--- src/logic/charge_gauge_pkg.sv ---
// shared offsets, field positions and reset values of the charge gauge register bank
package charge_gauge_pkg;
  localparam logic [3:0] STATE_FLAGS_OFS     = 4'h0;
  localparam logic [3:0] COUNT_BYTE3_OFS     = 4'h1;
  localparam logic [3:0] COUNT_BYTE2_OFS     = 4'h2;
  localparam logic [3:0] COUNT_BYTE1_OFS     = 4'h3;
  localparam logic [3:0] COUNT_BYTE0_OFS     = 4'h4;
  localparam logic [3:0] STORAGE_VOLT_OFS    = 4'h5;
  localparam logic [3:0] END_CHARGE_VOLT_OFS = 4'h6;
  localparam logic [3:0] PROFILE_UPPER_OFS   = 4'h7;
  localparam logic [3:0] MODE_COMMAND_OFS    = 4'h8;
  localparam logic [3:0] VOLTAGE_SET_OFS     = 4'h9;
  localparam logic [3:0] CURRENT_SET_OFS     = 4'ha;
  localparam logic [3:0] WARNING_SET_OFS     = 4'hb;
  localparam logic [3:0] STORAGE_LIMIT_OFS   = 4'hc;
  localparam logic [3:0] OPT_MARGIN_OFS      = 4'hd;

  localparam int LOW_BAT_BIT    = 7;
  localparam int EARLY_WARN_BIT = 6;
  localparam int OUT_ALARM_BIT  = 5;
  localparam int READY_BIT      = 0;
  localparam int OPT_RESET_BIT  = 3;
  localparam int ICH_LSB        = 5;

  localparam logic [2:0] CONT_ACTIVE_CODE   = 3'h6;
  localparam logic [2:0] CONT_CHARGE_CODE   = 3'h2;
  localparam logic [2:0] DEMAND_ACTIVE_CODE = 3'h1 + 3'h4;
  localparam logic [2:0] DEMAND_CHARGE_CODE = 3'h1;
  localparam logic [2:0] EMERGENCY_ICH      = 3'h4;

  localparam logic [7:0] PROFILE_UPPER_RST  = 8'h00;
  localparam logic [7:0] MODE_COMMAND_RST   = 8'h10;
  localparam logic [7:0] VOLTAGE_SET_RST    = 8'h09;
  localparam logic [7:0] CURRENT_SET_RST    = 8'h80;
  localparam logic [7:0] WARNING_SET_RST    = 8'h00;
  localparam logic [7:0] STORAGE_LIMIT_RST  = 8'h00;
  localparam logic [7:0] OPT_MARGIN_RST     = 8'h00;

  localparam int PRIM_PHASE_NS   = 400;
  localparam int CLK_PERIOD_NS   = 40;
  localparam int PRIM_PHASE_CYC  = (PRIM_PHASE_NS + CLK_PERIOD_NS - 1) / CLK_PERIOD_NS;
  localparam int CONV_PERIOD_NS  = 1000;
  localparam int CONV_PERIOD_CYC = CONV_PERIOD_NS / CLK_PERIOD_NS;

  localparam int NUM_LEVELS = 4;
endpackage

--- src/logic/level_store.sv ---
`timescale 1ns/1ns
// small memory of learned charge-target levels, registered read
module level_store #(
  parameter int DEPTH = 4,
  parameter int WIDTH = 8
) (
  input  wire logic                     clk,
  input  wire logic                     ce,
  input  wire logic                     wrEn,
  input  wire logic [$clog2(DEPTH)-1:0] wrAddr,
  input  wire logic [WIDTH-1:0]         wrData,
  input  wire logic [$clog2(DEPTH)-1:0] rdAddr,
  output logic      [WIDTH-1:0]         rdData
);
  logic [WIDTH-1:0] mem [DEPTH];

  always_ff @(posedge clk) begin
    if (ce && wrEn) begin
      mem[wrAddr] <= wrData;
    end
  end

  always_ff @(posedge clk) begin
    if (ce) begin
      rdData <= mem[rdAddr];
    end
  end
endmodule

--- src/logic/charge_gauge.sv ---
`timescale 1ns/1ns
// fuel gauge counter and host register bank
//
// Function
// - count one per boost conversion cycle only while storage charging runs
// - every counted cycle adds exactly one, regardless of capacitor level
// - accumulator is 32 bits, read as four byte registers
// - accumulator readable any time in standby; host reads only then
// - continuous mode: command bits 6h to 2h clears the accumulator
// - on-demand mode: command bits 5h to 1h clears the accumulator
// - codes 0-3 use fixed 400 ns primary phase; code 4 full period
// - optimizer may alternate among several stored charge-target levels
// - charge current resets to 100, profile index resets to 1
// - writing optimizer reset bit discards learned result of current profile
// - early warning and output alarm clear when next charge cycle starts
module charge_gauge #(
  parameter int COUNT_W = 32,
  parameter int LEVEL_W = 8
) (
  input  wire logic               clk,
  input  wire logic               rst,
  input  wire logic               ce,
  input  wire logic               regWr,
  input  wire logic               regRd,
  input  wire logic [3:0]         regAddr,
  input  wire logic [7:0]         regWrData,
  output logic      [7:0]         regRdData,
  input  wire logic               charging,
  input  wire logic               convCycle,
  input  wire logic               lowBatEvent,
  input  wire logic               earlyWarnEvent,
  input  wire logic               outAlarmEvent,
  input  wire logic               readyIn,
  input  wire logic [4:0]         storageVolt,
  input  wire logic [4:0]         endChargeVolt,
  input  wire logic               levelUpdate,
  input  wire logic [LEVEL_W-1:0] levelIn,
  output logic [LEVEL_W-1:0]      chargeTarget,
  output logic                    primPhase,
  output logic                    optReset,
  output logic [7:0]              modeCommand,
  output logic [7:0]              voltageSettings,
  output logic [7:0]              currentSettings,
  output logic [7:0]              warningSettings,
  output logic [7:0]              storageLimit,
  output logic [7:0]              optMargin
);
  localparam int LA_W = $clog2(charge_gauge_pkg::NUM_LEVELS);

  // synchronised pins
  logic [1:0] chargingS, convS, lowBatS, earlyWarnS, alarmS, readyS;
  logic [4:0] storageS1, storageS2, endS1, endS2;
  logic       convPrev;

  logic [COUNT_W-1:0] count_q, count_d;
  logic [7:0] profileUpper_q, modeCommand_q, voltageSet_q, currentSet_q;
  logic [7:0] warningSet_q, storageLimit_q, optMargin_q;
  logic       lowBat_q, earlyWarn_q, outAlarm_q;
  logic       chargingPrev;
  logic [7:0] rdData_d;
  logic [4:0] phaseCnt_q;
  logic [LA_W-1:0] levelPtr_q;
  logic [LEVEL_W-1:0] levelRd;

  wire convEdge    = convS[1] & ~convPrev;
  wire chargeStart = chargingS[1] & ~chargingPrev;
  wire cmdWrite    = regWr && regAddr == charge_gauge_pkg::MODE_COMMAND_OFS;
  wire [2:0] cmdOld = modeCommand_q[2:0];
  wire [2:0] cmdNew = regWrData[2:0];
  wire contClear   = cmdWrite && cmdOld == charge_gauge_pkg::CONT_ACTIVE_CODE
                     && cmdNew == charge_gauge_pkg::CONT_CHARGE_CODE;
  wire demandClear = cmdWrite && cmdOld == charge_gauge_pkg::DEMAND_ACTIVE_CODE
                     && cmdNew == charge_gauge_pkg::DEMAND_CHARGE_CODE;
  wire countClear  = contClear | demandClear;
  wire countInc    = chargingS[1] & convEdge;
  wire [2:0] ichCode = currentSet_q[charge_gauge_pkg::ICH_LSB +: 3];
  wire emergency   = ichCode == charge_gauge_pkg::EMERGENCY_ICH;
  wire [4:0] phaseLen = emergency ? 5'(charge_gauge_pkg::CONV_PERIOD_CYC)
                                  : 5'(charge_gauge_pkg::PRIM_PHASE_CYC);
  wire optResetReq = cmdWrite && regWrData[charge_gauge_pkg::OPT_RESET_BIT];
  wire [LA_W-1:0] levelAddr = LA_W'(modeCommand_q[7:4]);

  // accumulator next value
  always_comb begin
    count_d = count_q;
    if (countClear) begin
      count_d = '0;
    end else if (countInc) begin
      count_d = count_q + COUNT_W'(1);
    end
  end

  // register read multiplexer, most significant byte at lowest address
  always_comb begin
    rdData_d = 8'h00;
    unique case (regAddr)
      charge_gauge_pkg::STATE_FLAGS_OFS:
        rdData_d = {lowBat_q, earlyWarn_q, outAlarm_q, 4'h0, readyS[1]};
      charge_gauge_pkg::COUNT_BYTE3_OFS:     rdData_d = count_q[31:24];
      charge_gauge_pkg::COUNT_BYTE2_OFS:     rdData_d = count_q[23:16];
      charge_gauge_pkg::COUNT_BYTE1_OFS:     rdData_d = count_q[15:8];
      charge_gauge_pkg::COUNT_BYTE0_OFS:     rdData_d = count_q[7:0];
      charge_gauge_pkg::STORAGE_VOLT_OFS:    rdData_d = {3'h0, storageS2};
      charge_gauge_pkg::END_CHARGE_VOLT_OFS: rdData_d = {3'h0, endS2};
      charge_gauge_pkg::PROFILE_UPPER_OFS:   rdData_d = profileUpper_q;
      charge_gauge_pkg::MODE_COMMAND_OFS:    rdData_d = modeCommand_q;
      charge_gauge_pkg::VOLTAGE_SET_OFS:     rdData_d = voltageSet_q;
      charge_gauge_pkg::CURRENT_SET_OFS:     rdData_d = currentSet_q;
      charge_gauge_pkg::WARNING_SET_OFS:     rdData_d = warningSet_q;
      charge_gauge_pkg::STORAGE_LIMIT_OFS:   rdData_d = storageLimit_q;
      charge_gauge_pkg::OPT_MARGIN_OFS:      rdData_d = optMargin_q;
      default:                               rdData_d = 8'h00;
    endcase
  end

  // pin synchronisers
  always_ff @(posedge clk) begin
    if (ce) begin
      chargingS <= {chargingS[0], charging};
    end
  end

  always_ff @(posedge clk) begin
    if (ce) begin
      convS <= {convS[0], convCycle};
    end
  end

  always_ff @(posedge clk) begin
    if (ce) begin
      lowBatS <= {lowBatS[0], lowBatEvent};
    end
  end

  always_ff @(posedge clk) begin
    if (ce) begin
      earlyWarnS <= {earlyWarnS[0], earlyWarnEvent};
    end
  end

  always_ff @(posedge clk) begin
    if (ce) begin
      alarmS <= {alarmS[0], outAlarmEvent};
    end
  end

  always_ff @(posedge clk) begin
    if (ce) begin
      readyS <= {readyS[0], readyIn};
    end
  end

  always_ff @(posedge clk) begin
    if (ce) begin
      storageS1 <= storageVolt;
      storageS2 <= storageS1;
    end
  end

  always_ff @(posedge clk) begin
    if (ce) begin
      endS1 <= endChargeVolt;
      endS2 <= endS1;
    end
  end

  // accumulator and edge history
  always_ff @(posedge clk) begin
    if (rst) begin
      count_q      <= '0;
      convPrev     <= 1'b0;
      chargingPrev <= 1'b0;
    end else if (ce) begin
      count_q      <= count_d;
      convPrev     <= convS[1];
      chargingPrev <= chargingS[1];
    end
  end

  // writable settings
  always_ff @(posedge clk) begin
    if (rst) begin
      profileUpper_q <= charge_gauge_pkg::PROFILE_UPPER_RST;
      modeCommand_q  <= charge_gauge_pkg::MODE_COMMAND_RST;
      voltageSet_q   <= charge_gauge_pkg::VOLTAGE_SET_RST;
      currentSet_q   <= charge_gauge_pkg::CURRENT_SET_RST;
      warningSet_q   <= charge_gauge_pkg::WARNING_SET_RST;
      storageLimit_q <= charge_gauge_pkg::STORAGE_LIMIT_RST;
      optMargin_q    <= charge_gauge_pkg::OPT_MARGIN_RST;
    end else if (ce && regWr) begin
      unique case (regAddr)
        charge_gauge_pkg::PROFILE_UPPER_OFS: profileUpper_q <= {6'h00, regWrData[1:0]};
        charge_gauge_pkg::MODE_COMMAND_OFS:
          modeCommand_q <= {regWrData[7:4], 1'b0, regWrData[2:0]};
        charge_gauge_pkg::VOLTAGE_SET_OFS:   voltageSet_q <= regWrData;
        charge_gauge_pkg::CURRENT_SET_OFS:   currentSet_q <= regWrData;
        charge_gauge_pkg::WARNING_SET_OFS:   warningSet_q <= {regWrData[7], 2'h0, regWrData[4:0]};
        charge_gauge_pkg::STORAGE_LIMIT_OFS: storageLimit_q <= {3'h0, regWrData[4], 4'h0};
        charge_gauge_pkg::OPT_MARGIN_OFS:    optMargin_q <= {6'h00, regWrData[1:0]};
        default: ;
      endcase
    end
  end

  // sticky status flags, event set wins over start-of-charge clear
  always_ff @(posedge clk) begin
    if (rst) begin
      lowBat_q <= 1'b0;
    end else if (ce) begin
      lowBat_q <= lowBat_q | lowBatS[1];
    end
  end

  always_ff @(posedge clk) begin
    if (rst) begin
      earlyWarn_q <= 1'b0;
    end else if (ce) begin
      earlyWarn_q <= earlyWarnS[1] | (earlyWarn_q & ~chargeStart);
    end
  end

  always_ff @(posedge clk) begin
    if (rst) begin
      outAlarm_q <= 1'b0;
    end else if (ce) begin
      outAlarm_q <= alarmS[1] | (outAlarm_q & ~chargeStart);
    end
  end

  // primary phase timer per counted cycle
  always_ff @(posedge clk) begin
    if (rst) begin
      phaseCnt_q <= 5'h00;
    end else if (ce) begin
      if (countInc) begin
        phaseCnt_q <= phaseLen;
      end else if (phaseCnt_q != 5'h00) begin
        phaseCnt_q <= phaseCnt_q - 5'h01;
      end
    end
  end

  // optimizer reset pulse and level rotation
  always_ff @(posedge clk) begin
    if (rst) begin
      optReset   <= 1'b0;
      levelPtr_q <= '0;
    end else if (ce) begin
      optReset <= optResetReq;
      if (chargeStart) begin
        levelPtr_q <= levelPtr_q + LA_W'(1);
      end
    end
  end

  level_store #(
    .DEPTH (charge_gauge_pkg::NUM_LEVELS),
    .WIDTH (LEVEL_W)
  ) u_levels (
    .clk    (clk),
    .ce     (ce),
    .wrEn   (levelUpdate | optResetReq),
    .wrAddr (optResetReq ? levelAddr : levelPtr_q),
    .wrData (optResetReq ? '0 : levelIn),
    .rdAddr (levelPtr_q),
    .rdData (levelRd)
  );

  // registered outputs
  always_ff @(posedge clk) begin
    if (rst) begin
      regRdData <= 8'h00;
    end else if (ce && regRd) begin
      regRdData <= rdData_d;
    end
  end

  always_ff @(posedge clk) begin
    if (rst) begin
      chargeTarget <= '0;
    end else if (ce) begin
      chargeTarget <= levelRd;
    end
  end

  always_ff @(posedge clk) begin
    if (rst) begin
      primPhase <= 1'b0;
    end else if (ce) begin
      primPhase <= countInc | (phaseCnt_q > 5'h01);
    end
  end

  always_ff @(posedge clk) begin
    if (rst) begin
      modeCommand <= charge_gauge_pkg::MODE_COMMAND_RST;
    end else if (ce) begin
      modeCommand <= modeCommand_q;
    end
  end

  always_ff @(posedge clk) begin
    if (rst) begin
      voltageSettings <= charge_gauge_pkg::VOLTAGE_SET_RST;
    end else if (ce) begin
      voltageSettings <= voltageSet_q;
    end
  end

  always_ff @(posedge clk) begin
    if (rst) begin
      currentSettings <= charge_gauge_pkg::CURRENT_SET_RST;
    end else if (ce) begin
      currentSettings <= currentSet_q;
    end
  end

  always_ff @(posedge clk) begin
    if (rst) begin
      warningSettings <= charge_gauge_pkg::WARNING_SET_RST;
    end else if (ce) begin
      warningSettings <= warningSet_q;
    end
  end

  always_ff @(posedge clk) begin
    if (rst) begin
      storageLimit <= charge_gauge_pkg::STORAGE_LIMIT_RST;
    end else if (ce) begin
      storageLimit <= storageLimit_q;
    end
  end

  always_ff @(posedge clk) begin
    if (rst) begin
      optMargin <= charge_gauge_pkg::OPT_MARGIN_RST;
    end else if (ce) begin
      optMargin <= optMargin_q;
    end
  end
endmodule

--- config.mk ---
export PLATFORM = sky130hd
export DESIGN_NAME = charge_gauge
export DESIGN_NICKNAME = d
export VERILOG_FILES = /design/src/logic/charge_gauge_pkg.sv /design/src/logic/level_store.sv /design/src/logic/charge_gauge.sv
export SDC_FILE = /design/constraint.sdc
export NUM_CORES = 1
export LEC_CHECK = 0
export BUFFER_PORTS_ARGS = -buffer_cell sky130_fd_sc_hd__buf_4
export CAP_MARGIN = 30
export CORE_MARGIN = 8
export CORE_UTILIZATION = 30
export DETAILED_ROUTE_END_ITERATION = 7
export GPL_TIMING_DRIVEN = 0
export PLACE_DENSITY_LB_ADDON = 0.05
export REMOVE_ABC_BUFFERS = 1
export SETUP_SLACK_MARGIN = 0.2
export SYNTH_ARGS = -nofsm -noshare
export SYNTH_HDL_FRONTEND = slang
export SYNTH_SLANG_ARGS = --single-unit
--- constraint.sdc ---
create_clock -name clk -period 3.5 [get_ports clk]
set_input_delay 0.35 -clock clk [delete_from_list [all_inputs] [get_ports clk]]
set_output_delay 0.35 -clock clk [all_outputs]
set_load 0.005 [all_outputs]
=== Word level (Yosys, flattened, before mapping) ===
Memories as Yosys holds them, arrays and structs flattened. A register that Yosys moved wholly into a read port is not among the register bits.
Cells that the tools add are included.

* Eq/ne operators: 18
* $add $sub $neg: 3
* Reductions and logical operators: 23
* Order comparisons: 1
* Mux-type cells: 10
* Bitwise gates (word level): 14

{| class="wikitable"
|+ Operator list
! kind !! number
|-
| 8-bit one-hot mux with 14 select lines || 1
|-
| 32-bit two-way mux || 2
|-
| 32-bit by 1-bit adder with 32-bit output, second input constant || 1
|-
| 4-bit == test, second input constant || 6
|-
| 2-bit AND reduction || 10
|-
| 4-bit by 3-bit == test with 1-bit output, second input constant || 4
|-
| 5-bit two-way mux || 3
|-
| 3-bit == test, second input constant || 3
|-
| 1-bit logical AND || 9
|-
| 4-bit by 2-bit == test with 1-bit output, second input constant || 2
|-
| 8-bit two-way mux || 1
|-
| 1-bit bitwise OR || 6
|-
| 1-bit bitwise AND || 5
|-
| 5-bit by 1-bit > comparator with 1-bit output, second input constant || 1
|-
| 5-bit nonzero test || 1
|-
| 5-bit by 1-bit subtractor with 5-bit output, second input constant || 1
|-
| 4-bit by 1-bit == test with 1-bit output, second input constant || 1
|-
| 4-bit logical NOT || 1
|-
| 2-bit nonzero test || 2
|-
| 3-bit by 1-bit == test with 1-bit output, second input constant || 1
|-
| 3-bit by 2-bit == test with 1-bit output, second input constant || 1
|-
| 1-bit NOT || 3
|-
| 2-bit by 1-bit adder with 2-bit output, second input constant || 1
|-
| 1-bit two-way mux || 2
|-
| 2-bit two-way mux || 1
|}

* Memory bits (writable): 32
* Register bits after elaboration: 160
* Bits of input ports: 42
* Memories: 1
* Logic and storage cells: 105

{| class="wikitable"
|+ Memory list
! name !! words !! width !! read ports !! clocked after Yosys merged registers in !! write ports !! line !! text
|-
| u_levels.mem || 4 || 8 || 1 || 1 || 1 || level_store.sv:15 || <nowiki>logic [WIDTH-1:0] mem [DEPTH];</nowiki>
|}

=== Logic depth before layout (Yosys ltp) ===
* Depth after elaboration: 7
* Mapped depth: 9

=== By module ===
Synthesis repeated with hierarchy kept, for this count alone.

* Cells, all modules: 843
* Area total of the unflattened synthesis: 8842.2 µm²

{| class="wikitable"
|+ By module, submodules not included
! module !! times used !! sequential area each (µm²) !! cells each !! area each (µm²)
|-
| charge_gauge || 1 || 3523.4 || 789 || 7405.9
|-
| level_store || 1 || 1201.2 || 54 || 1436.4
|}

=== Least setup slack after synthesis ===
Ideal clock, no wire load.

* Path type: in2reg
* From: input port regAddr[0]
* To: memory u_levels.mem[1][0] (enable)
* Cell stages on the path: 6
* Path buffers: 2
* Library setup time: 370 ps
* Arrival time: 1908 ps
* Slack: 1221 ps
* Path through: buf_2 -> nor4b_1 -> and3_1 -> buf_1 -> mux2i_1 -> nor2_1

* Longest elaborated chain between the ends: 7
* Elaborated cells between the ends (all ways): 8

{| class="wikitable"
|+ Ends and longest elaborated chain
! what !! line !! text
|-
| start: declaration || charge_gauge.sv:25 || <nowiki>input wire logic [3:0] regAddr,</nowiki>
|-
| 4-bit == test * || charge_gauge.sv:67 || <nowiki>wire cmdWrite = regWr && regAddr == charge_gauge_pkg::MODE_COMMAND_OFS;</nowiki>
|-
| 1-bit logical AND * || charge_gauge.sv:67 ||
|-
| 1-bit logical AND * || charge_gauge.sv:80 || <nowiki>wire optResetReq = cmdWrite && regWrData[charge_gauge_pkg::OPT_RESET_BIT];</nowiki>
|-
| 1-bit bitwise OR || charge_gauge.sv:262 || <nowiki>.wrEn (levelUpdate | optResetReq),</nowiki>
|-
| 1-bit logical AND || level_store.sv:18 || <nowiki>if (ce && wrEn) begin</nowiki>
|-
| 1-bit two-way mux || level_store.sv:18 ||
|-
| 1-bit two-way mux (not written as such) || level_store.sv:19 || <nowiki>mem[wrAddr] <= wrData;</nowiki>
|-
| end: declaration || level_store.sv:15 ||
|}

Mark *: on every way between the ends. The rest lies on a longest branch, timed or not.

=== Worst setup path after layout ===
* From: register modeCommand_q[1]
* To: register count_q[25]

* Longest elaborated chain between the ends: 6
* Elaborated cells between the ends (all ways): 10

{| class="wikitable"
|+ Ends and longest elaborated chain
! what !! line !! text
|-
| start: declaration || charge_gauge.sv:56 || <nowiki>logic [7:0] profileUpper_q, modeCommand_q, voltageSet_q, currentSet_q;</nowiki>
|-
| start signal: assignment || charge_gauge.sv:184 || <nowiki>modeCommand_q <= charge_gauge_pkg::MODE_COMMAND_RST;</nowiki>
|-
| start signal: assignment || charge_gauge.sv:194 || <nowiki>modeCommand_q <= {regWrData[7:4], 1'b0, regWrData[2:0]};</nowiki>
|-
| 3-bit == test (on tied branches) || charge_gauge.sv:70, charge_gauge.sv:72 ||
|-
| 1-bit logical AND (on tied branches) || charge_gauge.sv:70, charge_gauge.sv:72 ||
|-
| 1-bit logical AND (on tied branches) || charge_gauge.sv:71, charge_gauge.sv:73 ||
|-
| 1-bit bitwise OR * || charge_gauge.sv:74 || <nowiki>wire countClear = contClear | demandClear;</nowiki>
|-
| 2-bit nonzero test (no line) || n/a ||
|-
| 2-bit AND reduction (no line) || n/a ||
|-
| end signal: assignment || charge_gauge.sv:174 || <nowiki>count_q <= count_d;</nowiki>
|-
| end: declaration || charge_gauge.sv:55 || <nowiki>logic [COUNT_W-1:0] count_q, count_d;</nowiki>
|}

Marked as above.
A chain may end at the register's enable or synchronous reset.

==> results.json <==
{
  "cts_made_buffers": 17,
  "ys_ff_latch": 200,
  "max_stage_delay_ns": 0.57,
  "crit_slowest_cell": "or4bb_1",
  "place_congestion": 0.754,
  "worstPathArrival_ns": 3.17,
  "fin_skew_ns": 0.0181,
  "pin_count": 108,
  "grt_pass1_wl_mm": 41.5,
  "layout_common_cells": "dfxtp_1, nor2_1, buf_4, mux2i_1, edfxtp_1",
  "antenna_found_initial": 0,
  "crit_path_end_kind": "flip-flop",
  "area_delta_synth_final_pct": 18.4,
  "dieArea_um2": 35300,
  "layout.nets": 966,
  "cp.required_ns": 3.81,
  "drv_cap": 0,
  "slew_viol_final": 0,
  "cts_max_level": 4,
  "ys_warn_count": 0,
  "synth_cell_types": 71,
  "yosys-top-cells-area": "dfxtp_1, edfxtp_1, mux2i_1, nor2_1, a21oi_1",
  "layout-drive-gt1-share_pct": 16.6,
  "max_clock_freq_mhz": 350,
  "root_buffer": "clkbuf_16",
  "grt_use_total_pct": 15.1,
  "timing_worst_slew_pin_value_ns": 0.946,
  "holdWs_ns": 0.0686,
  "wl_per_cell_um": 20.4,
  "fillerInstances": 3009,
  "vdd_drop_max_mv": 0.278,
  "insertion_delay_ns": 0.45,
  "fin_ws_ns": 0.645,
  "dp_hpwl_mm": 18.3,
  "ant_nets": 0,
  "seq_area_frac_synth_pct": 53.3,
  "viasPerCell": 5.04,
  "core_area_um2": 29300,
  "grt_overflow": 0,
  "cts_tree": "done",
  "synthCells": 855,
  "drt-total-wl_mm": 27.0,
  "fp.dieH_um": 188,
  "synth_top_cell_by_area": "dfxtp_1",
  "syn_avg_cell_area_um2": 10.4,
  "cp_common_cell": "buf_6",
  "critPathKind": "reg2reg",
  "io_buffer_count": 91,
  "drt_iter0_drc": 471,
  "clk_pin_slew_worst_paths_ns": 0.09,
  "hold_buffers": 0,
  "netlist.area_leader.share_pct": 28.9,
  "drc": 0,
  "p_leak_uw": 0.00378,
  "postSynth.asyncResetShare_pct": 0,
  "slew_headroom_pct": 36.4,
  "start_util_pct": 30.2,
  "netlist_area_um2": 8860,
  "synth_ff_type": "dfxtp_1",
  "setup_viol": 0,
  "grt_setup_unrepaired": "false",
  "p_per_area_nw_per_um2": 481,
  "dp_slack_ns": 0.0480,
  "drt_first_pass_iters": 5,
  "placementRows": 63,
  "grt_max_degree": 80,
  "hp-class": "in2reg",
  "path_cells": "or4bb_1, a2111oi_4, buf_4, buf_6, buf_6, nand2b_1, or4_1, a21oi_1",
  "hold_viol_final": 0,
  "synth_edf_count": 72,
  "grt_pass1_vias": 6656,
  "cts_resized": 0,
  "fin_util_pct": 35.8,
  "num_antenna_cells": 0,
  "status": "finished clean",
  "cp_max_fo": 14,
  "vias": 6673,
  "final_common_cell": "dfxtp_1",
  "cts.sinks": 200,
  "fin_crit_sh_pct": 81.6,
  "die_w_um": 188,
  "clk_path_buf_depth": 2,
  "period_needed_ns": 2.86,
  "start_kind": "flip-flop"
}
[stage by stage]
step / TNS, ns / area [um2] / total power (uW) / std cells
floorplan: 0 / 8560 / 2740 / 803
global placement: -26.30 / 9730 / 2950 / 1284
detailed placement: 0 / 9830 / 2950 / 1290
CTS: 0 / 10500 / 5130 / 1322
global route: 0 / 10500 / 5270 / 1324
finish: 0 / 10500 / 5050 / 1324
[final cells by class]
class                           instances  area [um2]  share of cell area [%]
Timing Repair Buffer                   99         792                    7.55
Sequential cell                       200        4720                    45.1
Inverter                               13        48.8                   0.465
Multi-Input combinational cell        590        3790                    36.2
Tap cell                              390         488                    4.65
Clock buffer                           17         425                    4.06
Clock inverter                         15         215                    2.05
[cells in the mapped netlist, types with 4 or more instances]
| cell | instances |
|---|---|
| a211oi_1 | 5 |
| a21oi_1 | 66 |
| a22o_1 | 4 |
| a22oi_1 | 7 |
| a311oi_1 | 4 |
| a31oi_1 | 9 |
| a32oi_1 | 7 |
| a41oi_1 | 7 |
| and3_1 | 11 |
| buf_1 | 7 |
| buf_2 | 6 |
| buf_4 | 16 |
| buf_6 | 4 |
| clkbuf_1 | 32 |
| dfxtp_1 | 128 |
| edfxtp_1 | 72 |
| inv_1 | 12 |
| mux2_2 | 7 |
| mux2i_1 | 75 |
| mux4_2 | 8 |
| nand2_1 | 59 |
| nand2b_1 | 7 |
| nand3_1 | 24 |
| nand4_1 | 14 |
| nor2_1 | 97 |
| nor2b_1 | 20 |
| nor3_1 | 17 |
| nor4_1 | 4 |
| o21ai_0 | 29 |
| o21ai_1 | 15 |
| o22ai_1 | 5 |
| or3_1 | 12 |
| or4_1 | 9 |
[per-layer routing]
metal	vias to the layer above	GRT usage, %	share of wire (%)
met3	14	2.84	3.5
li1	3264	-	-
met1	3281	21.1	49
met2	114	23.9	47
met5	-	0	0
met4	0	3.18	0.78
[path summary, 6_finish.rpt]
| path | start | end | slack [ns] | cells past startpoint |
|---|---|---|---|---|
| min | storageVolt[1] | storageS1[1] | 0.07 | 1 |
| max | modeCommand_q[1] | count_q[25] | 0.64 | 8 |
| min reg2reg | endS1[4] | endS2[4] | 0.42 | 0 |
| max reg2reg | modeCommand_q[1] | count_q[25] | 0.64 | 8 |
[worst max-delay path, delay by kind of cell, from the launching register on]
family,cells,cell delay (ns)
AOI/OAI and AO/OA,2,0.44
DFF,1,0.42
and+or+nand+nor,3,1.31
buffers and inverters,3,0.54
[power breakdown]
| part | internal, uW | total, uW | switching (uW) |
|---|---|---|---|
| logic | 142 | 363 | 222 |
| clock network | 1020 | 2160 | 1140 |
| registers | 2480 | 2530 | 43.2 |
[repair_timing]
action,in CTS,in global routing
setup endpoints to repair,0,13
buffers inserted,0,2
hold endpoints to repair,0,0
[cell families (layout without fill, tap and decap cells)]
group,count (synthesis),after routing,share of synthesized area [%]
simple gates,296,296,16.9
flops,200,200,53.3
compound gates,183,183,13.2
mux,90,90,11.4
buf+inv,80,144,4.52
fa+ha+maj,3,3,0.424
xor+xnor,2,2,0.198
other cells,1,16,0.0423
[flip-flops by register name (all words and copies together) (netlist names), 8 cells and up]
register         count
count_q             32
u_levels.mem        32
chargeTarget         8
currentSet_q         8
currentSettings      8
regRdData            8
u_levels.rdData      8
voltageSet_q         8
voltageSettings      8
No activity file was read; power rests on OpenSTA's default activity.
